===== src/smrc_pkg.sv =====
// Purpose: shared constants for the sleep mode and reset control block
// Assumes: 10 MHz system clock
// Notes:   mode encodings follow the usual six-mode select field
package smrc_pkg;

  localparam int unsigned PORT_W        = 8;
  localparam int unsigned MODE_W        = 3;
  localparam int unsigned CLK_PERIOD_NS = 100;
  // least reset pulse width, in ns
  localparam int unsigned RST_MIN_NS    = 2500;
  localparam int unsigned RST_MIN_CYC   = (RST_MIN_NS + CLK_PERIOD_NS - 1) / CLK_PERIOD_NS;
  localparam int unsigned RST_CNT_W     = 6;
  localparam logic [RST_CNT_W-1:0] RST_MIN_CNT = RST_CNT_W'(RST_MIN_CYC);

  typedef enum logic [MODE_W-1:0] {
    SMRC_MODE_IDLE     = 3'h0,
    SMRC_MODE_ADCNR    = 3'h1,
    SMRC_MODE_PWRDOWN  = 3'h2,
    SMRC_MODE_PWRSAVE  = 3'h3,
    SMRC_MODE_STANDBY  = 3'h6,
    SMRC_MODE_EXTSTBY  = 3'h7
  } smrc_mode_t;

  typedef enum logic [1:0] {
    SMRC_ST_RUN   = 2'h0,
    SMRC_ST_SLEEP = 2'h1,
    SMRC_ST_WAKE  = 2'h3
  } smrc_state_t;

  // gate vector bit positions
  localparam int unsigned G_CPU  = 0;
  localparam int unsigned G_OSC  = 1;
  localparam int unsigned G_ASY  = 2;
  localparam int unsigned G_ADC  = 3;
  localparam int unsigned G_IO   = 4;
  localparam int unsigned G_SPI  = 5;
  localparam int unsigned G_TMR  = 6;
  localparam int unsigned G_IRQ  = 7;
  localparam int unsigned G_W    = 8;
  localparam logic [G_W-1:0] G_ALL_ON = 8'hFF;

endpackage


===== src/smrc_port_gate.sv =====
// Purpose: one bidirectional port with reset-forced high impedance
// Assumes: rst_active is a combinational reset level
// Notes:   enable drops with no clock needed
`timescale 1ns/1ps
`default_nettype none
module smrc_port_gate
  import smrc_pkg::*;
(
  input  wire logic [PORT_W-1:0] pin_i,
  input  wire logic [PORT_W-1:0] out_val,
  input  wire logic [PORT_W-1:0] out_en,
  input  wire logic              rst_active,
  output logic      [PORT_W-1:0] pin_o,
  output logic      [PORT_W-1:0] pin_oe,
  output logic      [PORT_W-1:0] in_val
);
  assign pin_o  = rst_active ? '0 : out_val;
  assign pin_oe = rst_active ? '0 : out_en; // [RULE8]
  assign in_val = pin_i;
endmodule
`default_nettype wire


===== src/smrc_top.sv =====
// Purpose: sleep mode select, clock gating, wake-up and reset control
// Assumes: clk is the 10 MHz system clock; wake and sleep inputs synchronous
// Notes:   ports tri-state combinationally on any reset source
//
// Functional notes
// RULE1: six software selected sleep modes
// RULE2: idle halts CPU only
// RULE3: power-down stops oscillator until wake
// RULE4: power-save keeps asynchronous timer running
// RULE5: noise reduction keeps only timer, converter; code also keeps oscillator and interrupt clocks running
// RULE6: standby keeps main oscillator running
// RULE7: extended standby keeps oscillator and timer
// RULE8: all port pins tri-state during reset
// RULE9: long enough low reset pin resets device
// RULE10: sleep only on instruction, resume after wake
`timescale 1ns/1ps
`default_nettype none
module smrc_top
  import smrc_pkg::*;
(
  input  wire logic              clk,
  input  wire logic              rst_b,
  input  wire logic              ext_reset_b,
  input  wire logic              other_reset,
  input  wire logic              sleep_enable,
  input  wire logic [MODE_W-1:0] sleep_mode_sel,
  input  wire logic              sleep_instr,
  input  wire logic              wake_irq,
  input  wire logic              wake_async_irq,
  input  wire logic [PORT_W-1:0] first_port_pins_i,
  input  wire logic [PORT_W-1:0] second_port_pins_i,
  input  wire logic [PORT_W-1:0] third_port_pins_i,
  input  wire logic [PORT_W-1:0] fourth_port_pins_i,
  input  wire logic [PORT_W-1:0] first_port_out,
  input  wire logic [PORT_W-1:0] second_port_out,
  input  wire logic [PORT_W-1:0] third_port_out,
  input  wire logic [PORT_W-1:0] fourth_port_out,
  input  wire logic [PORT_W-1:0] first_port_dir,
  input  wire logic [PORT_W-1:0] second_port_dir,
  input  wire logic [PORT_W-1:0] third_port_dir,
  input  wire logic [PORT_W-1:0] fourth_port_dir,
  output logic      [PORT_W-1:0] first_port_pins_o,
  output logic      [PORT_W-1:0] second_port_pins_o,
  output logic      [PORT_W-1:0] third_port_pins_o,
  output logic      [PORT_W-1:0] fourth_port_pins_o,
  output logic      [PORT_W-1:0] first_port_pins_oe,
  output logic      [PORT_W-1:0] second_port_pins_oe,
  output logic      [PORT_W-1:0] third_port_pins_oe,
  output logic      [PORT_W-1:0] fourth_port_pins_oe,
  output logic      [PORT_W-1:0] first_port_in,
  output logic      [PORT_W-1:0] second_port_in,
  output logic      [PORT_W-1:0] third_port_in,
  output logic      [PORT_W-1:0] fourth_port_in,
  output logic                   sys_reset_b,
  output logic                   cpu_clk_en,
  output logic                   osc_en,
  output logic                   async_timer_en,
  output logic                   adc_clk_en,
  output logic                   io_clk_en,
  output logic                   spi_clk_en,
  output logic                   timer_clk_en,
  output logic                   irq_clk_en,
  output logic                   sleeping,
  output logic                   wake_pulse
);

  // gating vector per mode; a bit set means that function stays clocked
  function automatic logic [G_W-1:0] mode_gates(input logic [MODE_W-1:0] m);
    logic [G_W-1:0] g;
    g = '0;
    case (m)
      SMRC_MODE_IDLE: begin
        g = G_ALL_ON;
        g[G_CPU] = 1'b0; // [RULE2]
      end
      SMRC_MODE_ADCNR: begin
        g[G_OSC] = 1'b1;
        g[G_ASY] = 1'b1;
        g[G_ADC] = 1'b1;
        g[G_IRQ] = 1'b1; // [RULE5]
      end
      SMRC_MODE_PWRDOWN: g = '0; // [RULE3]
      SMRC_MODE_PWRSAVE: g[G_ASY] = 1'b1; // [RULE4]
      SMRC_MODE_STANDBY: g[G_OSC] = 1'b1; // [RULE6]
      SMRC_MODE_EXTSTBY: begin
        g[G_OSC] = 1'b1;
        g[G_ASY] = 1'b1; // [RULE7]
      end
      default: g = G_ALL_ON;
    endcase
    return g;
  endfunction

  // only the six coded values are sleep modes
  function automatic logic mode_valid(input logic [MODE_W-1:0] m);
    logic v;
    v = 1'b0;
    case (m)
      SMRC_MODE_IDLE, SMRC_MODE_ADCNR, SMRC_MODE_PWRDOWN,
      SMRC_MODE_PWRSAVE, SMRC_MODE_STANDBY, SMRC_MODE_EXTSTBY: v = 1'b1; // [RULE1]
      default: v = 1'b0;
    endcase
    return v;
  endfunction

  // reset pin pulse filter
  logic [RST_CNT_W-1:0] rcnt_q, rcnt_d;
  logic                 pin_rst_q, pin_rst_d;

  always_comb begin
    rcnt_d    = rcnt_q;
    pin_rst_d = pin_rst_q;
    if (!ext_reset_b) begin
      if (rcnt_q < RST_MIN_CNT) begin
        rcnt_d = rcnt_q + RST_CNT_W'(1);
      end else begin
        pin_rst_d = 1'b1; // [RULE9]
      end
    end else begin
      rcnt_d    = '0;
      pin_rst_d = 1'b0;
    end
  end

  always_ff @(posedge clk or negedge rst_b) begin
    if (!rst_b) begin
      rcnt_q    <= '0;
      pin_rst_q <= 1'b0;
    end else begin
      rcnt_q    <= rcnt_d;
      pin_rst_q <= pin_rst_d;
    end
  end

  logic rst_active;
  // clockless path: pin low forces ports off at once
  assign rst_active  = !rst_b || !ext_reset_b || other_reset; // [RULE8]
  assign sys_reset_b = rst_b && !pin_rst_q && !other_reset; // [RULE9]

  // sleep controller
  smrc_state_t          st_q, st_d;
  logic [MODE_W-1:0]    mode_q, mode_d;
  logic                 wake_q, wake_d;
  logic                 wake_ev;

  // power-down wakes only on an interrupt source that works without clocks
  always_comb begin
    case (mode_q)
      SMRC_MODE_IDLE, SMRC_MODE_ADCNR: wake_ev = wake_irq || wake_async_irq;
      SMRC_MODE_PWRSAVE, SMRC_MODE_EXTSTBY: wake_ev = wake_irq || wake_async_irq;
      default: wake_ev = wake_irq; // [RULE3]
    endcase
  end

  always_comb begin
    st_d   = st_q;
    mode_d = mode_q;
    wake_d = 1'b0;
    case (st_q)
      SMRC_ST_RUN: begin
        if (sleep_instr && sleep_enable && mode_valid(sleep_mode_sel)) begin
          st_d   = SMRC_ST_SLEEP; // [RULE10]
          mode_d = sleep_mode_sel;
        end
      end
      SMRC_ST_SLEEP: begin
        if (wake_ev) begin
          st_d   = SMRC_ST_WAKE;
          wake_d = 1'b1;
        end
      end
      SMRC_ST_WAKE: st_d = SMRC_ST_RUN; // [RULE10]
      default: st_d = SMRC_ST_RUN;
    endcase
  end

  always_ff @(posedge clk or negedge rst_b) begin
    if (!rst_b) begin
      st_q   <= SMRC_ST_RUN;
      mode_q <= SMRC_MODE_IDLE;
      wake_q <= 1'b0;
    end else if (pin_rst_q || other_reset) begin
      st_q   <= SMRC_ST_RUN; // [RULE9]
      mode_q <= SMRC_MODE_IDLE;
      wake_q <= 1'b0;
    end else begin
      st_q   <= st_d;
      mode_q <= mode_d;
      wake_q <= wake_d;
    end
  end

  logic [G_W-1:0] gates;
  assign gates = (st_q == SMRC_ST_SLEEP) ? mode_gates(mode_q) : G_ALL_ON;

  assign cpu_clk_en     = gates[G_CPU];
  assign osc_en         = gates[G_OSC];
  assign async_timer_en = gates[G_ASY];
  assign adc_clk_en     = gates[G_ADC];
  assign io_clk_en      = gates[G_IO];
  assign spi_clk_en     = gates[G_SPI];
  assign timer_clk_en   = gates[G_TMR];
  assign irq_clk_en     = gates[G_IRQ];
  assign sleeping       = (st_q == SMRC_ST_SLEEP);
  assign wake_pulse     = wake_q;

  smrc_port_gate u_port_a (
    .pin_i      (first_port_pins_i),
    .out_val    (first_port_out),
    .out_en     (first_port_dir),
    .rst_active (rst_active),
    .pin_o      (first_port_pins_o),
    .pin_oe     (first_port_pins_oe),
    .in_val     (first_port_in)
  );
  smrc_port_gate u_port_b (
    .pin_i      (second_port_pins_i),
    .out_val    (second_port_out),
    .out_en     (second_port_dir),
    .rst_active (rst_active),
    .pin_o      (second_port_pins_o),
    .pin_oe     (second_port_pins_oe),
    .in_val     (second_port_in)
  );
  smrc_port_gate u_port_c (
    .pin_i      (third_port_pins_i),
    .out_val    (third_port_out),
    .out_en     (third_port_dir),
    .rst_active (rst_active),
    .pin_o      (third_port_pins_o),
    .pin_oe     (third_port_pins_oe),
    .in_val     (third_port_in)
  );
  smrc_port_gate u_port_d (
    .pin_i      (fourth_port_pins_i),
    .out_val    (fourth_port_out),
    .out_en     (fourth_port_dir),
    .rst_active (rst_active),
    .pin_o      (fourth_port_pins_o),
    .pin_oe     (fourth_port_pins_oe),
    .in_val     (fourth_port_in)
  );

endmodule
`default_nettype wire


===== config.mk =====
export PLATFORM = sky130hd
export DESIGN_NAME = smrc_top
export DESIGN_NICKNAME = d
export VERILOG_FILES = /design/src/smrc_pkg.sv /design/src/smrc_port_gate.sv /design/src/smrc_top.sv
export SDC_FILE = /design/constraint.sdc
export NUM_CORES = 1
export LEC_CHECK = 0
export BUFFER_PORTS_ARGS = -buffer_cell sky130_fd_sc_hd__buf_2
export CAP_MARGIN = 40
export CORE_AREA = 2 2 82 84
export DETAILED_ROUTE_END_ITERATION = 8
export DIE_AREA = 0 0 84 86
export PLACE_DENSITY = 0.77
export SYNTH_ARGS = -nofsm -noshare
export SYNTH_HDL_FRONTEND = slang
export SYNTH_HIERARCHICAL = 1
export SYNTH_SLANG_ARGS = --single-unit

===== constraint.sdc =====
create_clock -name clk -period 4.7 [get_ports clk]
set_clock_uncertainty 0.2 [all_clocks]
set_input_delay 0.94 -clock clk [delete_from_list [all_inputs] [get_ports clk]]
set_output_delay 0.94 -clock clk [all_outputs]
set_load 0.01 [all_outputs]

==> results of run 1 <==
metal layers:
metal	GRT usage (%)	share of wire [%]
met5	0	0
met4	3.37	1.3
met3	4.62	11
met2	17.4	46
met1	13.9	41
per-stage QoR:
step / total power [mW] / util [%] / cell area (sq um) / worst slack, ns
3_3_place_gp: 0.227 / 33.4 / 2100 / 1.46
3_5_place_dp: 0.230 / 33.4 / 2100 / 1.40
2_1_floorplan: 0.207 / - / 1550 / 1.39
5_1_grt: 0.345 / 34.1 / 2140 / 1.30
4_1_cts: 0.328 / 34.1 / 2140 / 1.40
6_report: 0.325 / 34.1 / 2140 / 1.43
critical path, cell delays in order:
cell	delay, ns
buf_2	0.20
nand3b_1	0.15
buf_4	0.41
and2b_2	0.27
buf_2	0.13
where the power goes:
part / switching, mW / internal (mW)
Sequential: 0.00512 / 0.117
Clock: 0.0380 / 0.0598
Combinational: 0.0465 / 0.0585
synthesized netlist by cell type (all sizes together):
library cell,count,share of area (%)
buf,39,20
nor2,8,1.9
and2,1,0.40
a31oi,3,2.2
and2b,25,14
nand3b,2,0.97
nor2b,42,21
mux2i,4,2.6
a21oi,2,0.65
and3b,1,0.56
ha,2,1.6
a211oi,2,0.97
nand2,11,2.7
nand4b,1,0.56
mux2,1,0.97
or2,2,0.81
nand2b,5,2.5
nor3,2,0.65
nor4,1,1.4
dfrtp,13,21
o21a,1,0.48
clkbuf,1,0.24
inv,5,1.2
o21ai,1,0.32
path summary, 6_finish.rpt:
path	startpoint	endpoint	slack (ns)	depth (start not counted)
worst min-delay path	pin_rst_q	pin_rst_q	0.33	2
worst min register to register	pin_rst_q	pin_rst_q	0.33	2
max in group asynchronous	rst_b	pin_rst_q	3.69	1
min in group asynchronous	rst_b	rcnt_q[1]	0.38	1
worst max-delay path	rst_b	first_port_pins_o[2]	1.43	5
worst max register to register	rcnt_q[0]	rcnt_q[0]	3.05	5
area by class of cell:
cell class / instances / area [sq um]
Fill cell: 678 / 4140
Inverter: 5 / 18.8
Timing Repair Buffer: 151 / 761
Tap cell: 77 / 96.3
Clock buffer: 4 / 45.0
Sequential cell: 13 / 325
Multi-Input combinational cell: 117 / 896
flip-flops by register name, summed over array words and instances (netlist names):
signal      cells
mode_q          3
st_q            2
pin_rst_q       1
wake_pulse      1
rcnt_q          6
cell families after synthesis:
group	Yosys count
fa+ha+maj	2
buf+inv	45
mux	5
flops	13
compound gates	9
simple gates	101
==> flow_summary.ini, run 1 <==
[placement]
io_buffers = 149
hpwl_um = 3900
gp_congestion = 0.841
placedCellCount = 363

[floorplanning]
io_pins = 214
num_rows = 29
core_sq_um = 6280
fp.dieW_um = 84
initial_utilization_pct = 24.7
die_area_sq_um = 7220
die_h_um = 86

[clock_tree]
numCtsBuffers = 3
clk_latency_ns = 0.24
htreeDepth = 1
clkTransAtPathRegs_ns = 0.05
clockRootBuffer = clkbuf_8
tritoncts = built
cts_setup_buffers = 0
cts_resized = 0
clock_sinks = 13
holdBufCountCts = 0
clk_path_buf_depth = 2

[setup_path]
cp.required_ns = 3.56
cp.arrival_ns = 2.13
cp-start-kind = input port
worstPathMaxFanout = 43
criticalPathCategory = in -> out
cp-end-kind = output port

[sta]
rsz0062_at_grt = false
period_share_pct = 69.7
finalMaxSlewViolations = 0
tns_ns = 0
fmax_ghz = 0.305
worst_slew_pin_slew_ns = 0.459
hold_viol = 0
fin_crit_ns = 3.27
max_slew_margin_pct = 69.4
setup_viol = 0
whs_ns = 0.327

[synthesis]
syn_inst = 175
synth-xor-area-share_pct = 0
synth_seq_cells = 13
yosys.area_share.adder_pct = 1.61
ys_seq_area_share_pct = 21.0
synth.net_count = 284
synth_area_sq_um = 1550
synth-compound-area-share_pct = 4.60
synth_top_family_by_area = simple AND/OR/NAND/NOR gates
syn_avg_cell_area_sq_um = 8.87
synth_cell_types = 28
yosysWarnings = 6
synth.mux.area_fraction_pct = 3.55
synthSimpleGateAreaFrac_pct = 48.0

[detailed_routing]
via_per_inst = 4.03
drt_iter0_markers = 8
wl_per_cell_um = 12.2
drc = 0
final_antenna_net_count = 0
drtPass1Iterations = 4
wl_um = 4470
vias = 1480

[global_routing]
grt_max_degree = 44
track_usage_pct = 11.1
grt_pass1_vias = 1348
overflow = 0
grt_pass1_wl_um = 6540
antenna_found_initial = 0

[finish]
final_cells = 367
nets = 400
drive_gt1_share_pct = 72.8
layout_common_cells = 149 x buf_2, 28 x nor2b_2, 25 x and2b_2
diodes = 0
area_delta_synth_final_pct = 38.1
final_common_cell = buf_2

[pwr]
ir_drop_uv = 169
leakagePower_nw = 1.25
p_per_area_nw_per_um2 = 151

[flow_run]
maxCapViolCount = 0

[status]
status = complete, no violations

[hold_path]
hold_path_class = reg -> reg
Power figures use the tool's default switching activity.
==> run 2, diff against run 1 <==
Settings changed: CORE_AREA 2 2 82 84 to 2 2 83 85, DIE_AREA 0 0 84 86 to 0 0 85 87, PLACE_DENSITY 0.77 to 0.75.
Clock period 4.7 ns to 3.41 ns, I/O delays scaled along.
==> run 2 against run 1 <==
Net effect: final area grew 0.23%; combinational power is 38% higher; critical path depth stayed put; via count grew 2.6%; total power is 39% higher; hold slack worse by 0.21 ns; largest cell class unchanged; flip-flop and latch count stayed put; setup slack got worse by 0.72 ns.
==> flow_summary.ini, run 2 (synthesized netlist as in run 1, its figures left out) <==
[finish]
reg.largest.list = rcnt_q: 6 flops, mode_q: 3 flops, st_q: 2 flops
largest-register = rcnt_q
layout_common_cells = 149 x buf_2, 28 x nor2b_2, 25 x and2b_2
final_cells = 370
fillers = 710
nets = 400
largest_reg_flops = 6
multiInputGateArea_sq_um = 896
post-route-util_pct = 32.7
area_delta_synth_final_pct = 38.4
final-seq-area_sq_um = 325
final_area_sq_um = 2150
diodes = 0
final_common_cell = buf_2
drive_gt1_share_pct = 73.1

[global_routing]
met2_usage_pct = 16.3
grt-busiest-layer = met2
groute.layer.met3.usage_pct = 5.21
grt_pass1_wl_um = 6180
track_usage_pct = 10.6
overflow = 0
antenna_found_initial = 0
use_met1_pct = 12.9
grt_pass1_vias = 1302
grt_max_degree = 33

[sta]
finalMaxSlewViolations = 0
finalWorstSetupSlack_ns = 0.705
setup_viol = 0
hold_viol = 0
max_slew_margin_pct = 69.9
tns_ns = 0
fmax_ghz = 0.370
fin_crit_ns = 2.71
period_share_pct = 79.3
rsz0062_at_grt = false
worst_slew_pin_slew_ns = 0.449
whs_ns = 0.121

[setup_path]
regToRegSetupSlack_ns = 1.76
cp.required_ns = 2.53
cp.arrival_ns = 1.82
r2r-start = rcnt_q[0]
worstPathMaxFanout = 32
criticalPathCategory = in -> out
reg2reg_depth = 5
r2r_end = rcnt_q[0]
cp-end-kind = output port
cp-start-kind = input port

[detailed_routing]
drtPass1Iterations = 4
final_antenna_net_count = 0
wl_um = 4370
wl_per_cell_um = 11.8
vias = 1518
drc = 0
drt_iter0_markers = 22
via_per_inst = 4.10

[floorplanning]
core_sq_um = 6570
fp.dieW_um = 85
io_pins = 214
die_h_um = 87
die_area_sq_um = 7400
initial_utilization_pct = 23.6
num_rows = 30

[clock_tree]
htreeDepth = 1
holdBufCountCts = 0
tritoncts = built
cts_resized = 0
cts_setup_buffers = 0
numCtsBuffers = 3
clock_sinks = 13
clk_path_buf_depth = 2
clkTransAtPathRegs_ns = 0.06
clockRootBuffer = clkbuf_8
clk_latency_ns = 0.25

[pwr]
swShare_pct = 28.5
leakagePower_nw = 1.26
p_clk_share_pct = 30.5
p_per_area_nw_per_um2 = 210
p_seq_share_pct = 37.4
ir_drop_uv = 122
p_int_mw = 0.322
power_frac_comb_pct = 32.1
p_switching_mw = 0.128
power_mw = 0.450

[hold_path]
hold_path_class = in -> async

[status]
status = complete, no violations

[flow_run]
maxCapViolCount = 0

[placement]
io_buffers = 149
placedCellCount = 366
gp_congestion = 0.786
dpl-instance-area_sq_um = 2100
place_ws_ns = 0.677
hpwl_um = 3710
==> run 2: worst max-delay path by stage <==
stage                      from                     to  slack [ns]
global route              rst_b   third_port_pins_o[1]        0.57
floorplan           ext_reset_b  first_port_pins_oe[3]        0.62
global placement          rst_b  fourth_port_pins_o[0]        0.71
CTS                       rst_b   third_port_pins_o[1]        0.68
detailed placement        rst_b   third_port_pins_o[1]        0.68
finish                    rst_b  fourth_port_pins_o[0]        0.70
==> run 2: worst max-delay path, cell delays in order <==
cell and delay (ns):
buf_2 0.21, nand3b_1 0.15, buf_4 0.38, and2b_2 0.26, buf_2 0.13
==> run 2: metal layers <==
layer | share of wire (%) | routed length (um) | up-vias
li1 | - | - | 742
met1 | 39 | 1690 | 652
met2 | 46 | 2010 | 113
met3 | 13 | 579 | 11
met4 | 1.8 | 80 | 0
met5 | 0 | 0 | -
==> run 2: area by class of cell <==
cell class	instances	area share, %
sequential	13	15.2
inverter	5	0.874
timing repair buffer	151	35.4
clock buffer	3	1.92
multi-input combinational	117	41.7
clock inverter	1	0.233
tap	80	4.66
==> run 2: power by group through the flow <==
stage / Clock (mW) / Sequential, mW / Combinational (mW)
3_5_place_dp: 0 / 0.171 / 0.147
2_1_floorplan: 0 / 0.169 / 0.116
5_1_grt: 0.150 / 0.170 / 0.161
4_1_cts: 0.141 / 0.168 / 0.147
3_3_place_gp: 0 / 0.170 / 0.144
6_report: 0.137 / 0.168 / 0.145
==> run 3, diff against run 2 <==
Clock period 3.41 ns to 2.7 ns, I/O delays scaled along.
==> run 3 against run 2 <==
Net effect: via count fell by 2.0%; total power rose by 26%; setup slack got worse by 0.34 ns; count of clock-buffer cells in the layout rose by 1; cell count rose by 0.54%; critical path depth did not move.
==> flow_summary.ini, run 3 (synthesized netlist as in run 1, its figures left out) <==
[finish]
largest_reg_flops = 6
drive_gt1_share_pct = 72.9
final_area_sq_um = 2170
post-route-util_pct = 33.1
diodes = 0
reg.largest.list = rcnt_q: 6 flops, mode_q: 3 flops, st_q: 2 flops
layout_common_cells = 149 x buf_2, 28 x nor2b_2, 25 x and2b_2
largest-register = rcnt_q
fillers = 705
area_delta_synth_final_pct = 40.1
nets = 402
final_common_cell = buf_2

[setup_path]
cp-end-kind = output port
cp-start-kind = input port
worstPathMaxFanout = 32
cp.required_ns = 1.96
criticalPathCategory = in -> out
slowest_stage = buf_4
crit_family = buffers and inverters
crit_chain = buf_2 -> nand3b_1 -> buf_4 -> and2b_2 -> buf_2
worstPathBufferInverterCount = 3
cpPeakStageDelay_ns = 0.32
cpMostUsedCell = buf_2
cp.arrival_ns = 1.59

[floorplanning]
die_area_sq_um = 7400
io_pins = 214
num_rows = 30
core_sq_um = 6570
initial_utilization_pct = 23.6
die_h_um = 87
fp.dieW_um = 85

[placement]
place_ws_ns = 0.364
gp_congestion = 0.859
io_buffers = 149
dpl-instance-area_sq_um = 2130
hpwl_um = 3700

[clock_tree]
htreeDepth = 1
clkTransAtPathRegs_ns = 0.05
holdBufCountCts = 0
numCtsBuffers = 3
clk_path_buf_depth = 2
clockRootBuffer = clkbuf_8
cts_setup_buffers = 0
clk_latency_ns = 0.24
clock_sinks = 13
cts_resized = 0
tritoncts = built

[pwr]
p_seq_share_pct = 37.3
power_frac_comb_pct = 32.9
p_switching_mw = 0.157
p_int_mw = 0.412
p_per_area_nw_per_um2 = 262
power_mw = 0.569
p_clk_share_pct = 29.8
leakagePower_nw = 1.27
ir_drop_uv = 209
swShare_pct = 27.6

[detailed_routing]
drtPass1Iterations = 3
final_antenna_net_count = 0
drc = 0
wl_um = 4250
drt_iter0_markers = 21
vias = 1487
wl_per_cell_um = 11.4
via_per_inst = 4.00

[sta]
finalMaxSlewViolations = 0
worst_slew_pin_slew_ns = 0.348
fmax_ghz = 0.429
finalWorstSetupSlack_ns = 0.368
tns_ns = 0
fin_crit_ns = 2.33
rsz0062_at_grt = false
hold_viol = 0
max_slew_margin_pct = 76.6
setup_viol = 0
period_share_pct = 86.4

[global_routing]
grt_pass1_wl_um = 6070
antenna_found_initial = 0
grt_pass1_vias = 1317
grt_max_degree = 33
track_usage_pct = 10.0
overflow = 0

[status]
status = complete, no violations

[flow_run]
maxCapViolCount = 0

[hold_path]
hold_path_class = in -> async
[run 3: final timing paths]
path	from	to	slack, ns	cells past startpoint
worst max register to register	rcnt_q[0]	rcnt_q[0]	1.02	5
min in group clk	pin_rst_q	pin_rst_q	0.34	2
worst max-delay path	ext_reset_b	third_port_pins_o[0]	0.37	5
max in group asynchronous	rst_b	mode_q[0]	2.08	2
worst min-delay path	rst_b	rcnt_q[2]	0.05	2
worst min register to register	pin_rst_q	pin_rst_q	0.34	2
[run 3: worst reg2reg max path, delay by kind of cell, from the launching register on]
kind,cells,cell delay [ns]
DFF,1,0.42
and+or+nand+nor,1,0.07
buffers and inverters,1,0.10
AOI/OAI and AO/OA,1,0.23
adders and majority gates,1,0.23
muxes,1,0.31
[run 3: layout make-up]
class / instances / area (sq um) / share of cell area, %
Inverter: 5 / 18.8 / 0.864
Sequential cell: 13 / 325 / 15.0
Clock buffer: 4 / 45.0 / 2.07
Multi-Input combinational cell: 117 / 896 / 41.2
Timing Repair Buffer: 153 / 788 / 36.3
Tap cell: 80 / 100 / 4.61
[run 3: stage by stage]
stage	std cells	hold slack (ns)
2_1_floorplan	175	0.0444
5_1_grt	372	0.0755
4_1_cts	372	0.0655
3_5_place_dp	368	0.323
6_report	372	0.0537
3_3_place_gp	368	0.320
[run 3: power groups by stage]
stage,clock [mW],combinational [mW],sequential (mW)
after floorplan,0,0.147,0.213
after global placement,0,0.186,0.214
after detailed placement,0,0.190,0.215
after CTS,0.177,0.191,0.212
after global routing,0.183,0.207,0.213
final,0.170,0.187,0.212
[run 3: routing by layer]
| metal | part of all wire, % | vias up | track usage (%) |
|---|---|---|---|
| li1 | - | 744 | - |
| met1 | 39 | 628 | 12.6 |
| met2 | 47 | 109 | 16.1 |
| met3 | 12 | 6 | 4.55 |
| met4 | 0.92 | 0 | 1.44 |
| met5 | 0 | - | 0 |
